`src/mgsl_pkg.sv`:
```
// Shared constants and types of the manual gain serial loader
package mgsl_pkg;

    // ****************************************************
    // Timing
    // ****************************************************
    localparam int CLK_PERIOD_NS    = 4;
    localparam int SCLK_PERIOD_NS   = 1000;
    // Longest half period, rounded down
    localparam int SCLK_HALF_CYC    = SCLK_PERIOD_NS / (2 * CLK_PERIOD_NS);
    localparam int DEBOUNCE_TIME_US = 5000;
    // Least settle time, rounded up
    localparam int DEBOUNCE_CYC     =
        (DEBOUNCE_TIME_US * 1000 + CLK_PERIOD_NS - 1) / CLK_PERIOD_NS;

    // ****************************************************
    // Sequence lengths and widths
    // ****************************************************
    localparam int TRACK_PERIODS = 2;
    localparam int LOAD_PERIODS  = 7;
    localparam int GAIN_W        = 6;
    localparam int MUX_W         = 8;
    localparam int SEQ_W         = 3;
    localparam int DIV_W         = 16;
    localparam int DEB_W         = 24;
    localparam int DIR_BIT_IDX   = 0;

    // ****************************************************
    // Encodings and reset values
    // ****************************************************
    localparam logic MODE_DIRECT = 1'b1;
    localparam logic IDLE_LEVEL  = 1'b0;
    localparam logic [DEB_W-1:0] DEB_CNT_RST = 24'h000000;

    typedef enum logic [1:0] {ST_IDLE, ST_LOW, ST_HIGH} mgsl_state_t;

    // Operator switches
    typedef struct packed {
        logic              serial_mode_select;
        logic              gain_reg1_select;
        logic              gain_reg2_select;
        logic [GAIN_W-1:0] gain_word;
    } mgsl_switch_t;

    // Parallel-port path
    typedef struct packed {
        logic active;
        logic serial_mode_select;
        logic gain_reg1_select;
        logic gain_reg2_select;
        logic serial_clock;
        logic serial_gain_data;
    } mgsl_pc_t;

    // Serial lines toward the converter
    typedef struct packed {
        logic serial_mode_select;
        logic gain_reg1_select;
        logic gain_reg2_select;
        logic serial_clock;
        logic serial_gain_data;
    } mgsl_serial_t;

    typedef struct packed {
        mgsl_switch_t sw;
        mgsl_pc_t     pc;
    } mgsl_pins_t;

    // Whole state of the loader
    typedef struct packed {
        mgsl_pins_t        s1;
        mgsl_pins_t        s2;
        mgsl_state_t       st;
        logic [DIV_W-1:0]  div;
        logic [SEQ_W-1:0]  seq;
        logic [SEQ_W-1:0]  bitsel;
        logic              mode;
        logic              sel1;
        logic              sel2;
        logic [GAIN_W-1:0] word;
        mgsl_serial_t      out;
        logic              busy;
    } mgsl_core_t;

    // Whole state of the button filter
    typedef struct packed {
        logic             s1;
        logic             s2;
        logic             stable;
        logic [DEB_W-1:0] cnt;
        logic             press;
    } mgsl_deb_t;

endpackage

```
`src/mgsl_loader.sv`:
```
// Manual gain serial loader with parallel-port path selector
// Functional notes
// - A debounced send press sets the run latch and the serial clock runs while it is set.
// - Each serial clock period advances both the sequence and bit-select counters by one.
// - The operator's register select switches are latched for the transfer.
// - The loader returns idle after two periods in step-track, seven in direct-load.
// - The bit-select counter steers an eight-way mux that serialises the word.
// - The serial clock stays low whenever no word is being sent.
// - Direct-load mode writes the switch word straight into the selected gain registers.
// - Two select switches independently enable each gain register for a transfer.
// - Direct-load payload is the six-bit gain word from the switches.
// - Step-track payload is the single direction switch bit.
// - A two-way selector routes manual or parallel-port lines to the converter.
// - With the parallel-port path active it wins and the manual loader is halted.
`timescale 1ns/1ns
module mgsl_loader
    import mgsl_pkg::*;
#(
    parameter int unsigned DEBOUNCE_CYCLES = DEBOUNCE_CYC,
    parameter int unsigned SCLK_HALF       = SCLK_HALF_CYC,
    parameter bit          MSB_FIRST       = 1'b1
)
(
    input  wire logic          clock_in,
    input  wire logic          rst_n_in,
    input  wire logic          send_button_ref_in,
    input  wire mgsl_switch_t  switch_in,
    input  wire mgsl_pc_t      pc_in,
    output mgsl_serial_t       serial_out,
    output logic               busy_out
);

    mgsl_core_t        q;
    mgsl_core_t        n;
    logic              press;
    logic              half_done;
    logic              last_period;
    logic [SEQ_W-1:0]  len;
    logic [GAIN_W-1:0] ordered;
    logic [MUX_W-1:0]  mux_word;
    logic              man_data;
    mgsl_serial_t      man;
    mgsl_serial_t      pc_route;

    // ****************************************************
    // Button filter
    // ****************************************************
    mgsl_debounce #(
        .SETTLE_CYCLES (DEBOUNCE_CYCLES)
    ) u_debounce (
        .clock_in  (clock_in),
        .rst_n_in  (rst_n_in),
        .button_in (send_button_ref_in),
        .press_out (press)
    );

    // ****************************************************
    // Payload shaping and eight-way mux
    // ****************************************************
    // Bit order chosen at build time
    genvar g;
    generate
        for (g = 0; g < GAIN_W; g = g + 1)
        begin : g_order
            assign ordered[g] = MSB_FIRST ? q.word[GAIN_W-1-g]
                                          : q.word[g];
        end
    endgenerate

    // Unused mux inputs read zero, so the tail period sends zero
    assign mux_word = (q.mode == MODE_DIRECT)
        ? {(MUX_W-GAIN_W)'(0), ordered}
        : {(MUX_W-1)'(0), q.word[DIR_BIT_IDX]};
    assign man_data = mux_word[q.bitsel];

    // Period count that ends a transfer
    assign len = (q.mode == MODE_DIRECT) ? SEQ_W'(LOAD_PERIODS)
                                         : SEQ_W'(TRACK_PERIODS);
    assign half_done   = q.div == DIV_W'(SCLK_HALF - 1);
    assign last_period = SEQ_W'(q.seq + SEQ_W'(1)) == len;

    // ****************************************************
    // Line selector inputs
    // ****************************************************
    always_comb
    begin
        man.serial_mode_select = q.mode;
        man.gain_reg1_select   = q.sel1;
        man.gain_reg2_select   = q.sel2;
        man.serial_clock       = (q.st == ST_HIGH);
        man.serial_gain_data   = (q.st != ST_IDLE) & man_data;
        pc_route.serial_mode_select = q.s2.pc.serial_mode_select;
        pc_route.gain_reg1_select   = q.s2.pc.gain_reg1_select;
        pc_route.gain_reg2_select   = q.s2.pc.gain_reg2_select;
        pc_route.serial_clock       = q.s2.pc.serial_clock;
        pc_route.serial_gain_data   = q.s2.pc.serial_gain_data;
    end

    // ****************************************************
    // Sequencer next state
    // ****************************************************
    always_comb
    begin
        n       = q;
        n.s1.sw = switch_in;
        n.s1.pc = pc_in;
        n.s2    = q.s1;
        case (q.st)
            ST_IDLE:
            begin
                // Mode follows the switch until a send starts
                n.mode   = q.s2.sw.serial_mode_select;
                n.div    = '0;
                n.seq    = '0;
                n.bitsel = '0;
                n.sel1   = IDLE_LEVEL;
                n.sel2   = IDLE_LEVEL;
                if (press && !q.s2.pc.active)
                begin
                    n.st   = ST_LOW;
                    n.sel1 = q.s2.sw.gain_reg1_select;
                    n.sel2 = q.s2.sw.gain_reg2_select;
                    // Word held so switch moves cannot tear it
                    n.word = q.s2.sw.gain_word;
                end
            end
            ST_LOW:
            begin
                if (half_done)
                begin
                    n.div = '0;
                    n.st  = ST_HIGH;
                end
                else
                begin
                    n.div = q.div + DIV_W'(1);
                end
            end
            ST_HIGH:
            begin
                if (half_done)
                begin
                    // Falling edge: advance both counters
                    n.div    = '0;
                    n.seq    = q.seq + SEQ_W'(1);
                    n.bitsel = q.bitsel + SEQ_W'(1);
                    if (last_period)
                    begin
                        n.st   = ST_IDLE;
                        n.sel1 = IDLE_LEVEL;
                        n.sel2 = IDLE_LEVEL;
                    end
                    else
                    begin
                        n.st = ST_LOW;
                    end
                end
                else
                begin
                    n.div = q.div + DIV_W'(1);
                end
            end
            default:
            begin
                n.st = ST_IDLE;
            end
        endcase
        // Host path takes over; a cut frame is simply dropped
        if (q.s2.pc.active && q.st != ST_IDLE)
        begin
            n.st   = ST_IDLE;
            n.sel1 = IDLE_LEVEL;
            n.sel2 = IDLE_LEVEL;
        end
        n.out  = q.s2.pc.active ? pc_route : man;
        n.busy = (n.st != ST_IDLE);
    end

    // ****************************************************
    // State register
    // ****************************************************
    // All zero after reset: idle, clock low, selects low
    always_ff @(posedge clock_in or negedge rst_n_in)
    begin
        if (!rst_n_in)
            q <= '0;
        else
            q <= n;
    end

    assign serial_out = q.out;
    assign busy_out   = q.busy;
endmodule

```
`src/mgsl_debounce.sv`:
```
// Push-button synchroniser and debounce filter with press pulse
`timescale 1ns/1ns
module mgsl_debounce
    import mgsl_pkg::*;
#(
    parameter int unsigned SETTLE_CYCLES = DEBOUNCE_CYC
)
(
    input  wire logic clock_in,
    input  wire logic rst_n_in,
    input  wire logic button_in,
    output logic      press_out
);

    mgsl_deb_t q;
    mgsl_deb_t n;
    logic      settled;

    // Level must hold unchanged for the whole settle time
    assign settled = q.cnt == DEB_W'(SETTLE_CYCLES - 1);

    // ****************************************************
    // Next state
    // ****************************************************
    always_comb
    begin
        n       = q;
        n.s1    = button_in;
        n.s2    = q.s1;
        n.press = 1'b0;
        if (q.s2 == q.stable)
        begin
            n.cnt = DEB_CNT_RST;
        end
        else if (settled)
        begin
            // One pulse per accepted rising level
            n.cnt    = DEB_CNT_RST;
            n.stable = q.s2;
            n.press  = q.s2;
        end
        else
        begin
            n.cnt = q.cnt + DEB_W'(1);
        end
    end

    // ****************************************************
    // State register
    // ****************************************************
    always_ff @(posedge clock_in or negedge rst_n_in)
    begin
        if (!rst_n_in)
            q <= '0;
        else
            q <= n;
    end

    assign press_out = q.press;
endmodule

```
`config.mk`:
```
export PLATFORM = sky130hd
export DESIGN_NAME = mgsl_loader
export DESIGN_NICKNAME = d
export VERILOG_FILES = /design/src/mgsl_pkg.sv /design/src/mgsl_loader.sv /design/src/mgsl_debounce.sv
export SDC_FILE = /design/constraint.sdc
export NUM_CORES = 1
export LEC_CHECK = 0
export BUFFER_PORTS_ARGS = -buffer_cell sky130_fd_sc_hd__buf_2
export CAP_MARGIN = 20
export CORE_MARGIN = 2
export CORE_UTILIZATION = 50
export DETAILED_ROUTE_END_ITERATION = 7
export GPL_TIMING_DRIVEN = 0
export PLACE_DENSITY = 0.76
export SLEW_MARGIN = 20
export SYNTH_ARGS = -nofsm -noshare
export SYNTH_HDL_FRONTEND = slang
export SYNTH_HIERARCHICAL = 1
export SYNTH_SLANG_ARGS = --single-unit
export TNS_END_PERCENT = 20
```
`constraint.sdc`:
```
create_clock -name clock_in -period 2.2 [get_ports clock_in]
set_input_delay 0.44 -clock clock_in [delete_from_list [all_inputs] [get_ports clock_in]]
set_output_delay 0.44 -clock clock_in [all_outputs]
set_load 0.02 [all_outputs]
```
# Word level (Yosys, flattened, before mapping)
# Index checks and enable logic that the tools add are counted.
op_classes:
  add_sub_neg: 4
  order_cmp: 1
  n_eq_ne: 9
  mux: 24
  n_bitwise: 2
  reduce_logical: 14
op_table:
  columns: ["op", "n"]
  rows:
  - ["24-bit two-way mux", 2]
  - ["16-bit one-hot mux with 2 select lines", 1]
  - ["24-bit by 1-bit adder with 24-bit output (second input constant)", 1]
  - ["24-bit by 21-bit equality test with 1-bit output (second input constant)", 1]
  - ["16-bit by 1-bit adder with 16-bit output (second input constant)", 1]
  - ["16-bit by 7-bit equality test with 1-bit output (second input constant)", 1]
  - ["16-bit two-way mux", 1]
  - ["2-bit two-way mux", 7]
  - ["6-bit two-way mux", 2]
  - ["6-bit one-hot mux with 2 select lines", 1]
  - ["8-bit two-way mux", 1]
  - ["2-bit nonzero test", 4]
  - ["3-bit by 1-bit adder with 3-bit output (second input constant)", 2]
  - ["3-bit by 2-bit != test with 1-bit output (second input constant)", 2]
  - ["2-bit one-hot mux with 3 select lines", 1]
  - ["2-bit AND reduction", 3]
  - ["5-bit two-way mux", 1]
  - ["3-bit by 4-bit < comparator with 1-bit output (second input constant)", 1]
  - ["1-bit two-way mux", 4]
  - ["2-bit one-hot mux with 2 select lines", 1]
  - ["1-bit binary-select mux with 3-bit select", 1]
  - ["3-bit equality test", 1]
  - ["3-bit two-way mux", 1]
  - ["3-bit AND reduction", 1]
  - ["11 further kinds", 12]
totals:
  reg_bits: 97
  wordCells: 93

# Logic depth before layout (Yosys ltp)
# Gate-level depths: netlist of run 1.
logic_depth:
  ltp_word: 7
  ltp_mapped: 7

# Cells and area by module
# The synthesis of run 1 kept the hierarchy.
modules_own_cells:
  columns: ["module", "n_inst", "cells_each", "area_per_inst_um2"]
  rows:
  - ["mgsl_loader", 1, 244, 2971.6]
  - ["mgsl_debounce", 1, 135, 1368.8]

# Worst setup path after synthesis of run 1
# Ideal clock, no wire load.
synth_timing:
  kind: "register to register"
  from: "register u_debounce/q[16] in the netlist's numbering"
  to: "register u_debounce/q[25] in the netlist's numbering"
  arrival_ns: 1.757
  t_required_ns: 2.075
  setup_slack_ns: 0.318
  stages_incl_launch_ff: 4
  path_buffers: 0
  synth_period_minus_slack_ns: 1.882
  cell_sequence: "dfrtp_1 > or4b_4 > or4_4 > mux2_4"
synth_between:
  elab_chain_len: 2
synth_rtl:
  columns: ["item", "line_no", "rtl"]
  rows:
  - ["from (decl)", "mgsl_debounce.sv:15", "mgsl_deb_t q;"]
  - ["from (signal assigned)", "mgsl_debounce.sv:56", "q <= n;"]
  - ["24-bit by 21-bit equality test with 1-bit output", "mgsl_debounce.sv:20", "assign settled = q.cnt == DEB_W'(SETTLE_CYCLES - 1);"]
  - ["2-bit AND reduction (no line)", null, null]
# Every way passes these cells.
# A chain may end at the register's enable or synchronous reset.

# Final worst setup path of run 1
layout_timing:
  from: "register u_debounce/q[1] in the netlist's numbering"
  to: "register u_debounce/q[25] in the netlist's numbering"
# The elaborated chain is that of the path after synthesis.

==> results of run 1 <==
## cells by family (layout without fill, tap and decap cells)
logic type,count (synthesis),count (layout),synth area share [%]
mux,17,17,4.38
xor+xnor,24,24,4.84
simple gates,139,139,19.5
buf+inv,32,73,3.66
compound gates,61,61,9.05
flops,97,97,55.9
fa+ha+maj,9,9,2.59
## final timing paths
kind,to,slack (ns),depth (start not counted)
max,u_debounce/q[25]$_DFFE_PN0P_,0.16,5
min,n[49]$_DFF_PN0_,0.17,1
max reg2reg,u_debounce/q[25]$_DFFE_PN0P_,0.16,5
min reg2reg,u_debounce/q[26]$_DFF_PN0_,0.36,0
max in group asynchronous,n[47]$_DFF_PN0_,1.12,3
min in group asynchronous,q[22]$_DFFE_PN0N_,0.47,2
## power breakdown
group | switching (mW) | internal, mW | total [mW]
registers | 0.0176 | 1.82 | 1.84
logic | 0.0643 | 0.0419 | 0.106
clock network | 0.720 | 0.456 | 1.18
total | 0.802 | 2.32 | 3.12
## state kept, by name, indices dropped and copies added, names as in the netlist
| signal | flops |
|---|---|
| u_debounce/n | 1 |
| n | 15 |
| serial_out | 5 |
| u_debounce/press_out | 1 |
| ordered | 6 |
| man | 3 |
| busy_out | 1 |
| pc_route | 5 |
| q | 34 |
| u_debounce/q | 26 |
## routing by layer
metal	up-vias	global-route usage (%)	wire [um]
met2	61	28.0	3860
met3	5	4.89	303
li1	1426	-	-
met5	-	0	0
met1	1491	26.4	3920
met4	0	4.66	71
## final cells by class
class,count,share of cell area (%)
sequential,97,49.9
multi-input combinational,250,36.4
timing repair buffer,26,3.42
tap,105,2.70
clock buffer,9,2.55
buffer,21,2.52
clock inverter,7,1.67
inverter,10,0.772
## cells in the mapped netlist, types with 5 or more instances
cell      number  area [um^2]
mux2_2        10          113
buf_4          5         37.5
clkbuf_1      10         37.5
nand2_1       21         78.8
nand3_1       16         80.1
nand4_1       14         87.6
inv_1         10         37.5
and3_1         6         37.5
xor2_1        15          131
nor2_1        24         90.1
or4_1          8         60.1
xnor2_1        9         78.8
a21oi_1       19         95.1
ha_1           9          113
or3_1          6         37.5
o31ai_1        8         60.1
nand2b_1       5         31.3
dfrtp_1       97         2430
o21ai_0       13         65.1
## worst max-delay path: stages (launching register included)
cell and delay, ns:
dfrtp_1 0.40, ha_1 0.22, and3_1 0.33, nand3_1 0.19
or4_4 0.48, mux2_4 0.31
## cells in the final DEF, fill, tap and decap left out, types with 8 or more instances in the layout
cell type,count
dfrtp_1,97
buf_2,24
nor2_1,24
nand2_1,21
a21oi_1,19
nand3_1,15
xor2_1,15
nand4_1,14
o21ai_0,13
inv_1,10
mux2_2,10
clkbuf_1,9
xnor2_1,9
ha_1,9
clkbuf_8,9
o31ai_1,8
or4_1,8
## what timing repair did
item	in CTS	in global routing
gates resized for setup	0	4
endpoints found under the setup margin	0	20
buffers inserted	0	1
endpoints found under the hold margin	20	0
hold buffers	1	0
## through the flow
| stage | setup TNS, ns | instances |
|---|---|---|
| 4_1_cts | 0 | 525 |
| 3_3_place_gp | -20.07 | 507 |
| 5_1_grt | 0 | 525 |
| 3_5_place_dp | 0 | 508 |
| 2_1_floorplan | 0 | 379 |
| 6_report | 0 | 525 |
==> key figures, run 1 <==
Status
  • Status: finished clean

Global route
  • Global-route wire length before repair: 14300 um
  • GRT Overall Usage: 18.4%
  • GRT overflow: 0
  • Largest net degree at the start of global routing: 78
  • Antenna violations before repair: 0
  • Vias in the first global route: 2954

Synth
  • YS warnings: 6
  • Post-synth EDFFs: 0
  • Synth cell types: 61
  • Mapped Area: 4340 um^2
  • Synth Register Bits: 97
  • Syn Nets: 406
  • Async set or reset register ratio after synthesis: 100%
  • Synth Instances: 379
  • Synth Flop Type: dfrtp_1
  • Post-synthesis sequential area ratio: 55.9%
  • Mapped Avg Cell Area: 11.5 um^2

Timing
  • Final Hold Viols: 0
  • Final WS setup: 0.165 ns
  • # setup viols final: 0
  • RSZ-0062 raised after global routing: no
  • Period minus WS final: 2.04 ns
  • Highest Clock Rate: 0.491 GHz
  • Hold_ws: 0.167 ns
  • Final critical-path share of the clock period: 92.5%
  • Worst-margin pin slew: 0.551 ns
  • Post-Route Skew: 0.0133 ns
  • Rel. slew slack: 62.8%
  • Final slew viol count: 0

Floorplanning
  • Starting Density: 52.3%
  • Core area: 8300 um^2
  • Die area: 9440 um^2
  • Io pins: 24
  • Die width: 97.2 um
  • Rows: 33
  • Die Ht: 97.2 um

Routing
  • 1st-iter DRT viols: 170
  • Drt first pass iters: 4
  • Via-to-Cell Ratio: 5.68
  • DR DRC count: 0
  • Final ANT Viol Nets: 0
  • Vias: 2983
  • Wire per inst: 15.5 um
  • Final WL: 8160 um

Critical path
  • Setup Crit Path Kind: flip-flop to flip-flop
  • Reg2reg start: u_debounce/q[1]$_DFF_PN0_
  • Startpoint type of the worst setup path: flip-flop
  • CP startpoint: u_debounce/q[1]$_DFF_PN0_
  • Worst setup EP type: flip-flop
  • Worst Path Required: 2.46 ns
  • Max FO, Critical Path: 5
  • CP Data Arrival Time: 2.30 ns

Power and ir drop
  • Total chip power: 3.12 mW
  • PwrDens: 642 nW/um^2
  • P_leak: 2.13 nW
  • VDD IR max: 552 uV

Placement
  • Pre-CTS setup slack: 0.134 ns
  • Area after DPL: 4620 um^2
  • Routability cong.: 0.816
  • Final HPWL DP: 5480 um
  • I/O Buffers: 23

Cells and area
  • Final instance area: 4860 um^2
  • Storage element area: 2430 um^2
  • Post-layout util: 58.6%
  • Area of the multi-input gates: 1770 um^2
  • Layout fillers: 675
  • Layout cells sized above 1: 18.8%
  • Antenna Cells: 0
  • Layout area overhead: 12.0%
  • Nets: 442

Clock tree
  • Clk buf depth: 2
  • Htree depth: 3
  • Root Driver: clkbuf_8
  • Clock sink count: 97
  • CTS tree: yes
  • Worst-path clk slew: 0.10 ns
  • Total CTS buffers: 9
  • Clk_lat worst skew: 0.37 ns

Run
  • Maxcap violations: 0

Hold path
  • Worst hold path class: primary input to flip-flop
  • HP Start: switch_in[4]
(Power assumes the default switching activity.)
==> run 2: changes to the inputs <==
--- a/config.mk
+++ b/config.mk
@@ -5,13 +5,13 @@
 export SDC_FILE = /design/constraint.sdc
 export NUM_CORES = 1
 export LEC_CHECK = 0
+export ABC_AREA = 1
 export BUFFER_PORTS_ARGS = -buffer_cell sky130_fd_sc_hd__buf_2
 export CAP_MARGIN = 20
-export CORE_MARGIN = 2
-export CORE_UTILIZATION = 50
+export CORE_UTILIZATION = 61
 export DETAILED_ROUTE_END_ITERATION = 7
 export GPL_TIMING_DRIVEN = 0
-export PLACE_DENSITY = 0.76
+export PLACE_DENSITY = 0.88
 export SLEW_MARGIN = 20
 export SYNTH_ARGS = -nofsm -noshare
 export SYNTH_HDL_FRONTEND = slang
==> run 2 against run 1 <==
Against the previous run:
- clock power is essentially flat
- area after synthesis grew 7.2%
- flip-flop and latch count is the same
- first-iteration DRC count shrank 18%
- wire length grew 18%
- clock-buffer cell count is the same
==> key figures, run 2 <==
Cells and area
  • Layout area overhead: 10.5% (was 12.0%)
  • Layout cells sized above 1: 16.4% (was 18.8%)
  • Commonest non-fill, non-tap cell in the layout: nand2_1 (was dfrtp_1)
  • Nets: 595 (was 442)
  • Largest register FFs: 34 (unchanged)
  • Largest reg by FF count: q (unchanged)
  • Final instance area: 5140 um^2 (was 4860 um^2)
  • Most frequent cells in the layout: nand2_1 (109), dfrtp_1 (97), nor2_1 (86) (was dfrtp_1 (97), buf_2 (24), nor2_1 (24))
  • Antenna Cells: 0 (unchanged)

Run
  • Maxcap violations: 0 (unchanged)

Critical path
  • Setup Crit Path Kind: flip-flop to flip-flop (unchanged)
  • Cell breakdown of the critical path: inv_1 -> ha_1 -> clkbuf_1 -> nor2_1 -> inv_1 -> nand3_1 -> nand3_2 -> nand2_1 -> o21ai_1 (was ha_1 -> and3_1 -> nand3_1 -> or4_4 -> mux2_4)
  • Number of cells on the critical path: 9 (was 5)
  • Max FO, Critical Path: 9 (was 5)
  • R2R depth: 9 (was 5)
  • CP most frequent cell: inv_1
  • Max stage delay on crit path: 0.44 ns (was 0.48 ns)
  • Crit path buf inv count: 3 (was 0)
  • CP max stage cell: dfrtp_1 (was or4_4)
  • Startpoint type of the worst setup path: flip-flop (unchanged)
  • Worst Path Required: 2.50 ns (was 2.46 ns)
  • CP Data Arrival Time: 2.08 ns (was 2.30 ns)
  • Delay-heaviest family, CP: buffers and inverters (was simple AND/OR/NAND/NOR gates)
  • Worst setup EP type: flip-flop (unchanged)

Routing
  • 1st-iter DRT viols: 140 (was 170)
  • Wire per inst: 14.4 um (was 15.5 um)
  • Via-to-Cell Ratio: 5.44 (was 5.68)
  • Vias: 3653 (was 2983)
  • DR DRC count: 0 (unchanged)
  • Final ANT Viol Nets: 0 (unchanged)
  • Final WL: 9650 um (was 8160 um)
  • Drt first pass iters: 4 (unchanged)

Synth
  • Yosys top cell by area: dfrtp_1 (unchanged)
  • Mapped Area: 4650 um^2 (was 4340 um^2)
  • Async set or reset register ratio after synthesis: 100% (unchanged)
  • Syn Nets: 559 (was 406)
  • Synth cell types: 30 (was 61)
  • Post-synth EDFFs: 0 (unchanged)
  • Synth Instances: 532 (was 379)
  • Synth Register Bits: 97 (unchanged)
  • Most common library cells after synthesis: nand2_1 (109), dfrtp_1 (97), nor2_1 (86) (was dfrtp_1 (97), nor2_1 (24), nand2_1 (21))
  • YS warnings: 6 (unchanged)
  • Top cells by area, synth: dfrtp_1 (52%), nand2_1 (8.8%), nor2_1 (6.9%), nand3_1 (4.4%), inv_1 (4.1%) (was dfrtp_1 (56%), xor2_1 (3.0%), ha_1 (2.6%), mux2_2 (2.6%), a21oi_1 (2.2%))
  • Post-synthesis sequential area ratio: 52.2% (was 55.9%)
  • Mapped Avg Cell Area: 8.75 um^2 (was 11.5 um^2)
  • Synth Flop Type: dfrtp_1 (unchanged)
  • Yosys top cell area share: 52.2% (was 55.9%)
  • Count leader, synth: nand2_1 (was dfrtp_1)

Global route
  • Global-route wire length before repair: 15800 um (was 14300 um)
  • GRT overflow: 0 (unchanged)
  • Largest net degree at the start of global routing: 51 (was 78)
  • GRT Overall Usage: 26.9% (was 18.4%)
  • Antenna violations before repair: 0 (unchanged)
  • Vias in the first global route: 3546 (was 2954)

Floorplanning
  • Die width: 89.3 um (was 97.2 um)
  • Starting Density: 63.5% (was 52.3%)
  • Io pins: 24 (unchanged)
  • Rows: 31 (was 33)
  • Die Ht: 89.3 um (was 97.2 um)
  • Die area: 7980 um^2 (was 9440 um^2)
  • Core area: 7330 um^2 (was 8300 um^2)

Placement
  • Final HPWL DP: 6860 um (was 5480 um)
  • I/O Buffers: 23 (unchanged)
  • Routability cong.: 0.922 (was 0.816)
  • Area after DPL: 4930 um^2 (was 4620 um^2)

Power and ir drop
  • Sw power: 0.803 mW (was 0.802 mW)
  • Logic gate share of total power: 3.6% (was 3.4%)
  • Total chip power: 3.12 mW (about the same)
  • VDD IR max: 595 uV (was 552 uV)
  • Clock power frac: 37.5% (was 37.7%)
  • PwrDens: 607 nW/um^2 (was 642 nW/um^2)
  • Cell Int Power: 2.32 mW (about the same)
  • Flop pwr share: 58.9% (about the same)
  • P_leak: 2.32 nW (was 2.13 nW)
  • Switching Fraction: 25.7% (about the same)

Timing
  • Final slew viol count: 0 (unchanged)
  • Rel. slew slack: 57.5% (was 62.8%)
  • Post-Route Skew: 0.0215 ns (was 0.0133 ns)
  • RSZ-0062 raised after global routing: no (unchanged)
  • Final Hold Viols: 0 (unchanged)
  • Highest Clock Rate: 0.562 GHz (was 0.491 GHz)
  • Worst-margin pin slew: 0.637 ns (was 0.551 ns)
  • # setup viols final: 0 (unchanged)
  • Final critical-path share of the clock period: 80.9% (was 92.5%)
  • Period minus WS final: 1.78 ns (was 2.04 ns)

Clock tree
  • Clock sink count: 97 (unchanged)
  • Clk_lat worst skew: 0.37 ns (about the same)
  • Post-cts gate resize count: 0 (unchanged)
  • Total CTS buffers: 9 (unchanged)
  • Root Driver: clkbuf_8 (unchanged)
  • Htree depth: 3 (unchanged)
  • Worst-path clk slew: 0.11 ns (was 0.10 ns)
  • CTS tree: yes (unchanged)
  • Clk buf depth: 2 (unchanged)

Hold path
  • Hold path depth: 1 (unchanged)
  • Worst hold path class: primary input to flip-flop (unchanged)

Status
  • Status: finished clean (unchanged)
run 2: area by class of cell:
class | instances | area, um^2
Clock buffer | 9 | 124
Timing Repair Buffer | 25 | 159
Buffer | 12 | 68.8
Sequential cell | 97 | 2430
Multi-Input combinational cell | 368 | 1950
Clock inverter | 7 | 81.3
Inverter | 55 | 206
Tap cell | 99 | 124
Fill cell | 512 | 2190
run 2: power by group through the flow:
| stage | combinational [mW] | clock, mW | sequential [mW] |
|---|---|---|---|
| global placement | 0.100 | 0 | 1.87 |
| detailed placement | 0.113 | 0 | 1.87 |
| global route | 0.129 | 1.25 | 1.84 |
| CTS | 0.117 | 1.20 | 1.84 |
| finish | 0.113 | 1.17 | 1.84 |
| floorplan | 0.0413 | 0 | 1.87 |
run 2: through the flow:
stage	hold WS (ns)	worst slack, ns	utilization (%)	TNS [ns]	instances
floorplan	0.144	0.768	-	0	532
global placement	0.332	-0.163	66.7	-15.12	654
detailed placement	0.335	0.493	67.2	0	655
CTS	0.139	0.425	70.1	0	672
global route	0.138	0.325	70.1	0	672
finish	0.165	0.421	70.1	0	672
run 2: per-layer routing:
| metal | track usage, % | vias to the layer above | wire, um |
|---|---|---|---|
| met4 | 9.67 | 0 | 173 |
| met2 | 47.6 | 102 | 5070 |
| met1 | 31.8 | 1776 | 3960 |
| met5 | 0 | - | 0 |
| li1 | - | 1759 | - |
| met3 | 6.93 | 16 | 439 |
run 2: worst reg2reg max path, stage by stage (launching register included):
cell	delay (ns)
dfrtp_1	0.44
inv_1	0.15
ha_1	0.16
clkbuf_1	0.33
nor2_1	0.13
inv_1	0.10
nand3_1	0.09
nand3_2	0.13
nand2_1	0.08
o21ai_1	0.09
run 2: kinds of logic after synthesis:
logic type                 synth area share [%]
xor gates and xnor gates                   4.14
buffers and inverters                      5.92
adders and majority gates                  2.42
AOI/OAI and AO/OA                          4.87
and+or+nand+nor                            29.0
DFF                                        52.2
muxes                                      1.45
run 2: repair_timing:
action                                 in CTS  in global routing
endpoints found under the hold margin      35                  0
hold buffers                                1                  0
buffers inserted                            0                  0
run 2: worst paths after layout:
path	startpoint	endpoint	slack, ns
hold reg to reg	n[42]$_DFF_PN0_	pc_route[3]$_DFF_PN0_	0.36
setup reg to reg	q[37]$_DFF_PN0_	man[2]$_DFFE_PN0P_	0.42
max in group asynchronous	rst_n_in	q[21]$_DFFE_PN0N_	1.04
setup / recovery	q[37]$_DFF_PN0_	man[2]$_DFFE_PN0P_	0.42
min in group asynchronous	rst_n_in	q[31]$_DFFE_PN0N_	0.55
hold / removal	switch_in[5]	n[50]$_DFF_PN0_	0.16
==> run 3: changes to the inputs <==
==> constraint.sdc (replaced) <==
create_clock -name clock_in -period 1.7 [get_ports clock_in]
set_input_delay 0.34 -clock clock_in [delete_from_list [all_inputs] [get_ports clock_in]]
set_output_delay 0.34 -clock clock_in [all_outputs]
set_load 0.02 [all_outputs]
==> run 3 against run 2 <==
Against the previous run:
- clock skew up 0.0015 ns
- combinational power up 31%
- register-to-register slack worse by 0.32 ns
- total power up 30%
- fmax up 11%
- non-clock buffer count unchanged
- via count up 0.22%
- sequential power up 29%
- core utilization up 0.60 points
==> key figures, run 3 (synthesized netlist as in run 2, its figures left out) <==
Clock tree
  • Clk_lat worst skew: 0.38 ns (was 0.37 ns)
  • CTS tree: yes (unchanged)
  • Clock sink count: 97 (unchanged)
  • Clk buf depth: 2 (unchanged)
  • Worst-path clk slew: 0.11 ns (about the same)
  • Total CTS buffers: 9 (unchanged)
  • Htree depth: 3 (unchanged)
  • Root Driver: clkbuf_8 (unchanged)

Floorplanning
  • Core area: 7330 um^2 (unchanged)
  • Die Ht: 89.3 um (unchanged)
  • Starting Density: 63.5% (unchanged)
  • Rows: 31 (unchanged)
  • Io pins: 24 (unchanged)
  • Die width: 89.3 um (unchanged)
  • Die area: 7980 um^2 (unchanged)

Critical path
  • Crit path buf inv count: 3 (unchanged)
  • Setup Crit Path Kind: flip-flop to flip-flop (unchanged)
  • CP Data Arrival Time: 1.85 ns (was 2.08 ns)
  • Max stage delay on crit path: 0.45 ns (was 0.44 ns)
  • Startpoint type of the worst setup path: flip-flop (unchanged)
  • Flop2flop setup slack: 0.10 ns (was 0.42 ns)
  • Cell breakdown of the critical path: inv_2 -> ha_1 -> clkbuf_4 -> clkinvlp_4 -> o21bai_4 -> o21ai_0 (was inv_1 -> ha_1 -> clkbuf_1 -> nor2_1 -> inv_1 -> nand3_1 -> nand3_2 -> nand2_1 -> o21ai_1)
  • Delay-heaviest family, CP: buffers and inverters (unchanged)
  • Worst setup EP type: flip-flop (unchanged)
  • Worst Path Required: 1.95 ns (was 2.50 ns)
  • CP max stage cell: dfrtp_1 (unchanged)
  • Max FO, Critical Path: 9 (unchanged)

Global route
  • GRT overflow: 0 (unchanged)
  • Global-route wire length before repair: 15800 um (unchanged)
  • Antenna violations before repair: 0 (unchanged)
  • Vias in the first global route: 3540 (was 3546)
  • Largest net degree at the start of global routing: 51 (unchanged)
  • GRT Overall Usage: 26.9% (unchanged)

Routing
  • Wire per inst: 14.6 um (was 14.4 um)
  • DR DRC count: 0 (unchanged)
  • Drt first pass iters: 4 (unchanged)
  • Via-to-Cell Ratio: 5.45 (was 5.44)
  • Final ANT Viol Nets: 0 (unchanged)
  • Vias: 3661 (was 3653)
  • 1st-iter DRT viols: 171 (was 140)
  • Final WL: 9830 um (was 9650 um)

Timing
  • Period minus WS final: 1.60 ns (was 1.78 ns)
  • # setup viols final: 0 (unchanged)
  • Post-Route Skew: 0.0231 ns (was 0.0215 ns)
  • Rel. slew slack: 56.7% (was 57.5%)
  • Setup TNS: 0 ns (unchanged)
  • Worst-margin pin slew: 0.649 ns (was 0.637 ns)
  • Final critical-path share of the clock period: 94.0% (was 80.9%)
  • Highest Clock Rate: 0.626 GHz (was 0.562 GHz)
  • Final slew viol count: 0 (unchanged)
  • Final Hold Viols: 0 (unchanged)

Placement
  • Placed insts: 655 (unchanged)
  • Routability cong.: 0.922 (unchanged)
  • Area after DPL: 4930 um^2 (unchanged)
  • Final HPWL DP: 6860 um (unchanged)
  • I/O Buffers: 23 (unchanged)

Cells and area
  • Area of the multi-input gates: 1980 um^2 (was 1950 um^2)
  • Commonest non-fill, non-tap cell in the layout: nand2_1 (unchanged)
  • Nets: 595 (unchanged)
  • Largest register FFs: 34 (unchanged)
  • Storage element area: 2430 um^2 (about the same)
  • Largest reg by FF count: q (unchanged)
  • Layout fillers: 511 (was 512)
  • Layout area overhead: 11.4% (was 10.5%)
  • Antenna Cells: 0 (unchanged)
  • Post-route insts no fill: 672 (unchanged)
  • Most frequent cells in the layout: nand2_1 (109), dfrtp_1 (96), nor2_1 (84) (was nand2_1 (109), dfrtp_1 (97), nor2_1 (86))
  • Layout cells sized above 1: 18.2% (was 16.4%)
  • Final instance area: 5180 um^2 (was 5140 um^2)

Power and ir drop
  • PwrDens: 782 nW/um^2 (was 607 nW/um^2)
  • Total chip power: 4.05 mW (was 3.12 mW)
  • P_leak: 2.32 nW (about the same)
  • VDD IR max: 763 uV (was 595 uV)

Status
  • Status: finished clean (unchanged)

Hold path
  • Worst hold path class: primary input to flip-flop (unchanged)

Run
  • Maxcap violations: 0 (unchanged)
==> run 3: cell types whose count changed in the layout (fill, tap and decap cells not counted), sizes merged <==
| cell | change |
|---|---|
| inv | -1 |
| clkinvlp | +1 |
| clkbuf | -1 |
| buf | +1 |
==> run 3: routing by layer <==
| metal | wire (um) | global-route usage (%) |
|---|---|---|
| met3 | 379 | 6.93 |
| met5 | 0 | 0 |
| met4 | 187 | 9.67 |
| met2 | 5150 | 47.5 |
| met1 | 4120 | 31.9 |
==> run 3: where the power goes <==
part / internal (mW) / leakage [nW] / switching [mW]
sequential: 2.36 / 1.27 / 0.0210
clock: 0.590 / 0.104 / 0.938
combinational: 0.0514 / 0.950 / 0.0964
total: 3.00 / 2.32 / 1.06
==> run 3: path summary, 6_finish.rpt <==
| kind | start | end | cells after the start |
|---|---|---|---|
| setup reg to reg | q[37]$_DFF_PN0_ | q[16]$_DFFE_PN0P_ | 6 |
| hold reg to reg | n[49]$_DFF_PN0_ | q[49]$_DFF_PN0_ | 0 |
| setup / recovery | q[37]$_DFF_PN0_ | q[16]$_DFFE_PN0P_ | 6 |
| min in group asynchronous | rst_n_in | q[31]$_DFFE_PN0N_ | 2 |
| hold / removal | send_button_ref_in | u_debounce/n[26]$_DFF_PN0_ | 1 |
| max in group asynchronous | rst_n_in | q[21]$_DFFE_PN0N_ | 3 |
==> run 3: through the flow <==
stage | setup WS (ns) | utilization [%] | hold WS, ns
after floorplan | 0.268 | - | 0.0444
after global placement | -0.563 | 66.7 | 0.332
after detailed placement | -0.00724 | 67.2 | 0.301
after CTS | 0.0160 | 70.1 | 0.0394
after global routing | -0.00412 | 70.7 | 0.0376
final | 0.103 | 70.7 | 0.0565
==> run 3: area by class of cell <==
| type | count | share of cell area (%) |
|---|---|---|
| Inverter | 55 | 4.05 |
| Timing Repair Buffer | 26 | 3.21 |
| Clock inverter | 7 | 1.57 |
| Sequential cell | 97 | 46.8 |
| Multi-Input combinational cell | 368 | 38.2 |
| Buffer | 11 | 1.30 |
| Clock buffer | 9 | 2.39 |
| Tap cell | 99 | 2.39 |
==> run 3: timing repair <==
item                       in CTS  in global routing
setup endpoints to repair       7                 29
hold endpoints to repair       47                  0
setup buffers                   0                  1
hold buffers                    1                  0
resized for setup               0                 14
pin swaps                       0                  3
==> run 3: worst reg2reg max path, delay by kind of cell (launching register included) <==
family                     cells  cell delay [ns]
DFF                            1             0.45
AOI/OAI and AO/OA              2             0.37
adders and majority gates      1             0.15
buffers and inverters          3             0.50
